[src/rtl/nma_pkg.sv]
// Constants, encodings and carrier types of the negative multiply-accumulate and OR datapath.
// Assumes big-endian instruction bit numbering: instruction bit 0 is instrWord[31].
package nma_pkg;

  // Primary opcodes.
  localparam logic [5:0] OPC_MAC = 6'h04;
  localparam logic [5:0] OPC_X = 6'h1f;
  localparam logic [5:0] OPC_ORI = 6'h18;
  localparam logic [5:0] OPC_ORIS = 6'h19;

  // Extended opcodes (9 bits after the overflow-enable bit, 10 bits for X forms).
  localparam logic [8:0] XO_NMAC_MOD = 9'h1ae;
  localparam logic [8:0] XO_NMAC_SAT = 9'h1ee;
  localparam logic [9:0] XO_NOR = 10'h07c;
  localparam logic [9:0] XO_OR = 10'h1bc;
  localparam logic [9:0] XO_ORC = 10'h19c;

  // Instruction field positions (little-endian index of each field).
  localparam int POS_OPC = 26;
  localparam int POS_FLD6 = 21;
  localparam int POS_FLD11 = 16;
  localparam int POS_OE = 10;
  localparam int POS_XO = 1;
  localparam int POS_RC = 0;

  // Saturation limits.
  localparam logic [31:0] SAT_MAX = 32'h7fffffff;
  localparam logic [31:0] SAT_MIN = 32'h80000000;

  // Register map of the control port.
  localparam logic [7:0] OFS_CTRL = 8'h00;
  localparam logic [7:0] OFS_STATUS = 8'h04;
  localparam logic [7:0] OFS_MASK = 8'h08;
  localparam logic [0:0] RST_CTRL = 1'h0;
  localparam logic [2:0] RST_STATUS = 3'h0;
  localparam logic [2:0] RST_MASK = 3'h0;
  localparam int CTRL_NOPSKIP = 0;
  localparam int EV_OVF = 0;
  localparam int EV_NOP = 1;
  localparam int EV_ILLEGAL = 2;

  typedef enum logic [7:0] {
    OP_NONE = 8'h01,
    OP_NMAC = 8'h02,
    OP_NMACS = 8'h04,
    OP_NOR = 8'h08,
    OP_OR = 8'h10,
    OP_ORC = 8'h20,
    OP_ORI = 8'h40,
    OP_ORIS = 8'h80
  } nma_op_e;

  typedef struct packed {
    logic valid;
    logic [4:0] dest;
    logic [31:0] data;
    logic crWe;
    logic [3:0] conditionFieldZero;
    logic xerWe;
    logic xerSo;
    logic overflowFlag;
  } nma_wb_s;

  typedef struct packed {
    logic wr;
    logic rd;
    logic [7:0] addr;
    logic [31:0] wdata;
  } nma_bus_s;

  typedef struct packed {
    nma_wb_s wb;
    logic [0:0] ctrl;
    logic [2:0] status;
    logic [2:0] mask;
    logic [31:0] rdata;
  } nma_state_s;

endpackage

[src/rtl/nma_alu.sv]
// Execution datapath for negative multiply-accumulate low halfword and the OR family.
// Assumes the decode stage presents an instruction with its three operand values in one cycle
// and consumes the registered write-back one cycle later without stalling.
// Notes on behaviour
// - Multiply low halfwords of both sources as signed values.
// - Negate product, add old target value into 33-bit sum.
// - Modulo form writes low 32 bits of the sum.
// - Saturating form without overflow writes low 32 bits unchanged.
// - Overflow when signs equal and sum sign differs; clamp to min or max.
// - Modulo form is opcode 4, extended 430, OE bit 21, record bit 31.
// - Saturating form is opcode 4, extended 494, same bit positions.
// - With OE set, update summary-overflow and overflow from the outcome.
// - Nor writes complement of the OR of both sources.
// - Nor is opcode 31, extended 124, record bit 31.
// - Register or writes OR of both sources.
// - Register or is opcode 31, extended 444.
// - Or-with-complement ORs first source with inverted second source.
// - Or-with-complement is opcode 31, extended 412.
// - Low or-immediate zero-extends immediate on the left, ORs with source.
// - Shifted or-immediate places immediate high with zeros below, ORs.
// - Low or-immediate with all fields zero is the preferred no-operation.
//
// The address map and strobed register access were chosen for this implementation.
`timescale 1ns/1ns

module nma_alu (
  // Clock and reset
  input wire logic core_clk,
  input wire logic reset_n,
  // Instruction and operand values from decode
  input wire logic instrValid,
  input wire logic [31:0] instrWord,
  input wire logic [31:0] sourceGpr,
  input wire logic [31:0] firstSourceGpr,
  input wire logic [31:0] secondSourceGpr,
  input wire logic xerSoIn,
  // Write-back to the register file and condition logic
  output nma_pkg::nma_wb_s wbOut,
  // Control register port
  input wire nma_pkg::nma_bus_s busIn,
  output logic [31:0] busRdata,
  // Interrupt
  output logic irq
);
  import nma_pkg::*;

  nma_state_s s_r;
  nma_state_s s_nxt;
  nma_op_e op;
  logic signed [31:0] prod;
  logic [31:0] nprod;
  logic [32:0] sum;
  logic ovf;
  logic [31:0] res;
  logic isNop;
  logic [2:0] ev;
  logic newSo;

  function automatic nma_op_e decodeOp(input logic [31:0] iw);
    logic [5:0] opc;
    logic [8:0] xo9;
    logic [9:0] xo10;
    opc = iw[31:POS_OPC];
    xo9 = iw[POS_OE-1:POS_XO];
    xo10 = iw[POS_OE:POS_XO];
    decodeOp = OP_NONE;
    if (opc == OPC_MAC && xo9 == XO_NMAC_MOD) begin
      decodeOp = OP_NMAC;
    end else if (opc == OPC_MAC && xo9 == XO_NMAC_SAT) begin
      decodeOp = OP_NMACS;
    end else if (opc == OPC_X && xo10 == XO_NOR) begin
      decodeOp = OP_NOR;
    end else if (opc == OPC_X && xo10 == XO_OR) begin
      decodeOp = OP_OR;
    end else if (opc == OPC_X && xo10 == XO_ORC) begin
      decodeOp = OP_ORC;
    end else if (opc == OPC_ORI) begin
      decodeOp = OP_ORI;
    end else if (opc == OPC_ORIS) begin
      decodeOp = OP_ORIS;
    end
  endfunction

  function automatic logic [3:0] condOf(input logic [31:0] v, input logic so);
    condOf = {v[31], ~v[31] && (v != 32'h00000000), v == 32'h00000000, so};
  endfunction

  assign op = decodeOp(instrWord);

  always_comb begin
    // signed low halfwords
    // Both halfwords are widened before the multiply so no tool forms a 16-bit product.
    prod = 32'($signed(firstSourceGpr[15:0])) * 32'($signed(secondSourceGpr[15:0]));
    nprod = 32'(-prod);
    sum = {nprod[31], nprod} + {sourceGpr[31], sourceGpr};
    ovf = (nprod[31] == sourceGpr[31]) && (sourceGpr[31] != sum[31]);
    isNop = (op == OP_ORI) && (instrWord[25:0] == 26'h0);
    res = 32'h00000000;
    case (op)
      OP_NMAC: res = sum[31:0];
      OP_NMACS: begin
        if (ovf) begin
          res = sourceGpr[31] ? SAT_MIN : SAT_MAX;
        end else begin
          res = sum[31:0];
        end
      end
      OP_NOR: res = ~(sourceGpr | secondSourceGpr);
      OP_OR: res = sourceGpr | secondSourceGpr;
      OP_ORC: res = sourceGpr | ~secondSourceGpr;
      OP_ORI: res = sourceGpr | {16'h0000, instrWord[15:0]};
      OP_ORIS: res = sourceGpr | {instrWord[15:0], 16'h0000};
      default: res = 32'h00000000;
    endcase
  end

  always_comb begin
    s_nxt = s_r;
    ev = 3'h0;
    newSo = xerSoIn;
    s_nxt.wb = '0;
    s_nxt.rdata = 32'h00000000;
    if (instrValid) begin
      ev[EV_ILLEGAL] = (op == OP_NONE);
      ev[EV_NOP] = isNop;
      if (op != OP_NONE && !(isNop && s_r.ctrl[CTRL_NOPSKIP])) begin
        s_nxt.wb.valid = 1'b1;
        s_nxt.wb.data = res;
        if (op == OP_NMAC || op == OP_NMACS) begin
          s_nxt.wb.dest = instrWord[25:POS_FLD6];
          ev[EV_OVF] = ovf;
          if (instrWord[POS_OE]) begin
            newSo = xerSoIn | ovf;
            s_nxt.wb.xerWe = 1'b1;
            s_nxt.wb.xerSo = newSo;
            s_nxt.wb.overflowFlag = ovf;
          end
        end else begin
          s_nxt.wb.dest = instrWord[20:POS_FLD11];
        end
        if (instrWord[POS_RC] && op != OP_ORI && op != OP_ORIS) begin
          s_nxt.wb.crWe = 1'b1;
          s_nxt.wb.conditionFieldZero = condOf(res, newSo);
        end
      end
    end
    if (busIn.rd) begin
      case (busIn.addr)
        OFS_CTRL: s_nxt.rdata = {31'h0, s_r.ctrl};
        OFS_STATUS: s_nxt.rdata = {29'h0, s_r.status};
        OFS_MASK: s_nxt.rdata = {29'h0, s_r.mask};
        default: s_nxt.rdata = 32'h00000000;
      endcase
    end
    if (busIn.wr) begin
      case (busIn.addr)
        OFS_CTRL: s_nxt.ctrl = busIn.wdata[0:0];
        OFS_MASK: s_nxt.mask = busIn.wdata[2:0];
        default: s_nxt.ctrl = s_r.ctrl;
      endcase
    end
    // A read clears the sticky bits, but an event in the same cycle survives it.
    if (busIn.rd && busIn.addr == OFS_STATUS) begin
      s_nxt.status = ev;
    end else begin
      s_nxt.status = s_r.status | ev;
    end
  end

  always_ff @(posedge core_clk or negedge reset_n) begin
    if (!reset_n) begin
      s_r <= '{wb: '0, ctrl: RST_CTRL, status: RST_STATUS, mask: RST_MASK,
        rdata: 32'h00000000};
    end else begin
      s_r <= s_nxt;
    end
  end

  assign wbOut = s_r.wb;
  assign busRdata = s_r.rdata;
  assign irq = |(s_r.status & s_r.mask);
endmodule

[config.mk]
export PLATFORM = sky130hd
export DESIGN_NAME = nma_alu
export DESIGN_NICKNAME = d
export VERILOG_FILES = /design/src/rtl/nma_pkg.sv /design/src/rtl/nma_alu.sv
export SDC_FILE = /design/constraint.sdc
export NUM_CORES = 1
export LEC_CHECK = 0
export BUFFER_PORTS_ARGS = -buffer_cell sky130_fd_sc_hd__buf_2
export CAP_MARGIN = 5
export CORE_UTILIZATION = 40
export CTS_BUF_LIST = sky130_fd_sc_hd__clkbuf_4 sky130_fd_sc_hd__clkbuf_8
export CTS_CLUSTER_SIZE = 30
export DETAILED_ROUTE_END_ITERATION = 7
export SLEW_MARGIN = 20
export SYNTH_ARGS = -nofsm -noshare
export SYNTH_HDL_FRONTEND = slang
export SYNTH_SLANG_ARGS = --single-unit
export TNS_END_PERCENT = 30
[constraint.sdc]
create_clock -name core_clk -period 2 [get_ports core_clk]
set_input_delay 0 -clock core_clk [delete_from_list [all_inputs] [get_ports core_clk]]
set_output_delay 0 -clock core_clk [all_outputs]
set_load 0.005 [all_outputs]
==> results.toml <==
[die]
die_x_um = 204.4
dieArea_um2 = 41800
pin_count = 253
num_rows = 73
core_um2 = 40100
start_util = 0.4088
die_h_um = 204.4

[layout]
postLayoutCoreUtil = 0.5486
drive_above_1_share = 0.3183
seq_area_um2 = 1401
multi_input_area_um2 = 13460
nets = 3096
num-fill-cells = 3659
area_delta_synth_final_pct = 34.18

[clocking]
cts_tree = "done"
cts_made_buffers = 5
clkTransAtPathRegs_ns = 0.10
clk_latency_ns = 0.32
clock_sinks = 56
cts.path.max_buffers = 2
cts_max_level = 2
clock-root-buffer = "clkbuf_8"

[setup_path]
crit_type = "in -> reg"
path_max_fanout = 6
r2r_end = "wbOut[5]"
cp-end-kind = "register"
cp.arrival_ns = 7.74
worstPathRequired_ns = 2.27
cp-start-kind = "input port"
reg2reg_depth = 5
max_stage_delay_ns = 0.54
timing.rr.start = "s_r[38]"
slowest_stage = "fa_1"
crit_start = "secondSourceGpr[4]"
endpoint = "wbOut[4]"
reg2reg_slack_ns = 0.52
cp_common_cell = "fa_1"

[yosys]
synthCells = 1969
synth_top_area_share = 0.3163
ys_types = 73
yosys.area.top_type = "fa_1"
yosys-top-cells-area = "fa_1 32%, ha_1 10%, dfrtp_1 8.5%"
ys_warn_count = 0
ys_seq_area_frac = 0.08548
synth_edf_count = 0
synth.avg_cell_area_um2 = 8.326
ys_ff_latch = 56
synth.most_common_cell = "inv_1"
synthFlopType = "dfrtp_1"
syn_area_um2 = 16390
async_reset_ff_frac = 1.000
synth_common_cells = "364 x inv_1, 259 x fa_1, 203 x nand2_1, 134 x a21oi_1, 132 x ha_1"

[status]
violations = "setup timing"
status = "finished with violations"

[route]
wl_per_cell_um = 17.58
wl_mm = 53.75
antenna_left = 0
num_vias = 15800
dr.pass1.iters = 6
drt_iter0_drc = 1082
drc = 0
vias_per_cell = 5.166

[global_route]
grt_pass1_vias = 16400
grt_max_degree = 57
grt_usage = 0.2641
gr-total-overflow = 0
antenna_found_initial = 4
grt_pass1_wl_mm = 86.60

[placement]
dpl_worst_slack_ns = -6.293
portBuffers = 178
gp_congestion = 0.9893
hpwl_mm = 47.30

[flow_run]
drv_cap = 0

[timing]
max_freq_ghz = 0.1339
rsz0062_at_grt = "yes"
min_period_ns = 7.470
setup_tns_ns = -205.07
layout_setup_ws_ns = -5.470
timing.final.crit_share = 3.735
skew_ns = 0.008252
worst_pin_slew_ns = 0.5776
hold_viol = 0
setup_viol = 39
maxSlewHeadroom = 0.6140
drv_slew = 0

[worst_hold_path]
hold_path_class = "in -> reg"
critical path: cells and delay by family:
family	cells	cell delay, ns
buffers and inverters	9	0.92
AO/OA/AOI/OAI	11	1.60
adder cells (fa/ha/maj)	8	3.66
AND/OR/NAND/NOR	8	1.44
XOR/XNOR	1	0.10
placed cells by master, fill, tap and decap left out, types with 15 or more instances in the layout:
cell type / synthesis / layout
fa_1: 259 / 252
ha_1: 132 / 123
nand2_1: 203 / 190
xnor2_1: 38 / 38
o21ai_0: 47 / 36
a21o_1: 20 / 20
a211oi_1: 23 / 16
dfrtp_1: 56 / 56
inv_1: 364 / 358
buf_4: 78 / 461
o22ai_1: 16 / 15
o21a_1: 24 / 23
and2_1: 128 / 118
xor2_1: 27 / 27
a21oi_1: 134 / 114
nor3_1: 22 / 20
nor2_1: 74 / 68
buf_6: 1 / 33
o21bai_1: 18 / 17
conb_1: 1 / 29
buf_2: 0 / 162
dlygate4sd3_1: 0 / 17
nor2b_1: 26 / 24
nand3_1: 15 / 15
cells by family (layout without fill, tap and decap cells):
logic type / count (synthesis) / count (layout) / share of synthesized area
buffers and inverters: 522 / 1057 / 0.1378
muxes: 8 / 8 / 0.005266
DFF: 56 / 56 / 0.08548
other: 1 / 30 / 0.0002288
and+or+nand+nor: 554 / 554 / 0.1710
AOI/OAI and AO/OA: 372 / 372 / 0.1485
xor gates and xnor gates: 65 / 65 / 0.03473
adders and majority gates: 391 / 391 / 0.4170
metal layers:
layer | up-vias | global-route usage | share of wire
met5 | - | 0 | 0.00024
met1 | 7801 | 0.3415 | 0.42
li1 | 7362 | - | -
met2 | 529 | 0.4668 | 0.49
met3 | 103 | 0.01977 | 0.054
met4 | 2 | 0.08236 | 0.036
what timing repair did:
action                                 in CTS  in global routing
resized for setup                          77                 86
endpoints found under the hold margin      72                  0
pin swaps                                  51                 74
setup endpoints to repair                  39                 46
hold buffers                               17                  0
setup buffers                              17                  8
worst min-delay path by stage:
stage | start | end | slack, ns | cells past startpoint
2_1_floorplan | reset_n | busRdata[0] | -0.30 | 0
3_3_place_gp | reset_n | busRdata[1] | 0.02 | 2
3_5_place_dp | reset_n | busRdata[1] | 0.02 | 2
4_1_cts | busIn[34] | busRdata[0] | 0.03 | 4
5_1_grt | busIn[34] | busRdata[0] | 0.07 | 4
6_report | busIn[34] | busRdata[0] | 0.04 | 4
stage by stage:
step | cells | hold WS (ns) | area, um2
global placement | 3010 | 0.01770 | 20940
CTS | 3051 | 0.02760 | 21590
global route | 3058 | 0.07477 | 22000
detailed placement | 3010 | 0.02061 | 20940
finish | 3058 | 0.03880 | 22000
floorplan | 1997 | -0.2956 | 16860
registers in the layout, summed over array words and instances, names as in the netlist:
signal,cells
wbOut,46
s_r,7
busRdata,3
final cells by class:
| class | count | share of cell area |
|---|---|---|
| Multi-Input combinational cell | 1419 | 0.6121 |
| Timing Repair Buffer | 684 | 0.2275 |
| Sequential cell | 56 | 0.06371 |
| Inverter | 365 | 0.06229 |
| Tap cell | 525 | 0.02986 |
| Clock buffer | 7 | 0.004096 |
| Clock inverter | 1 | 0.0003413 |
| Antenna cell | 1 | 0.0001138 |
Power is not shown: default switching activity piles up to over one toggle a cycle in this logic, so the estimate is an artifact.
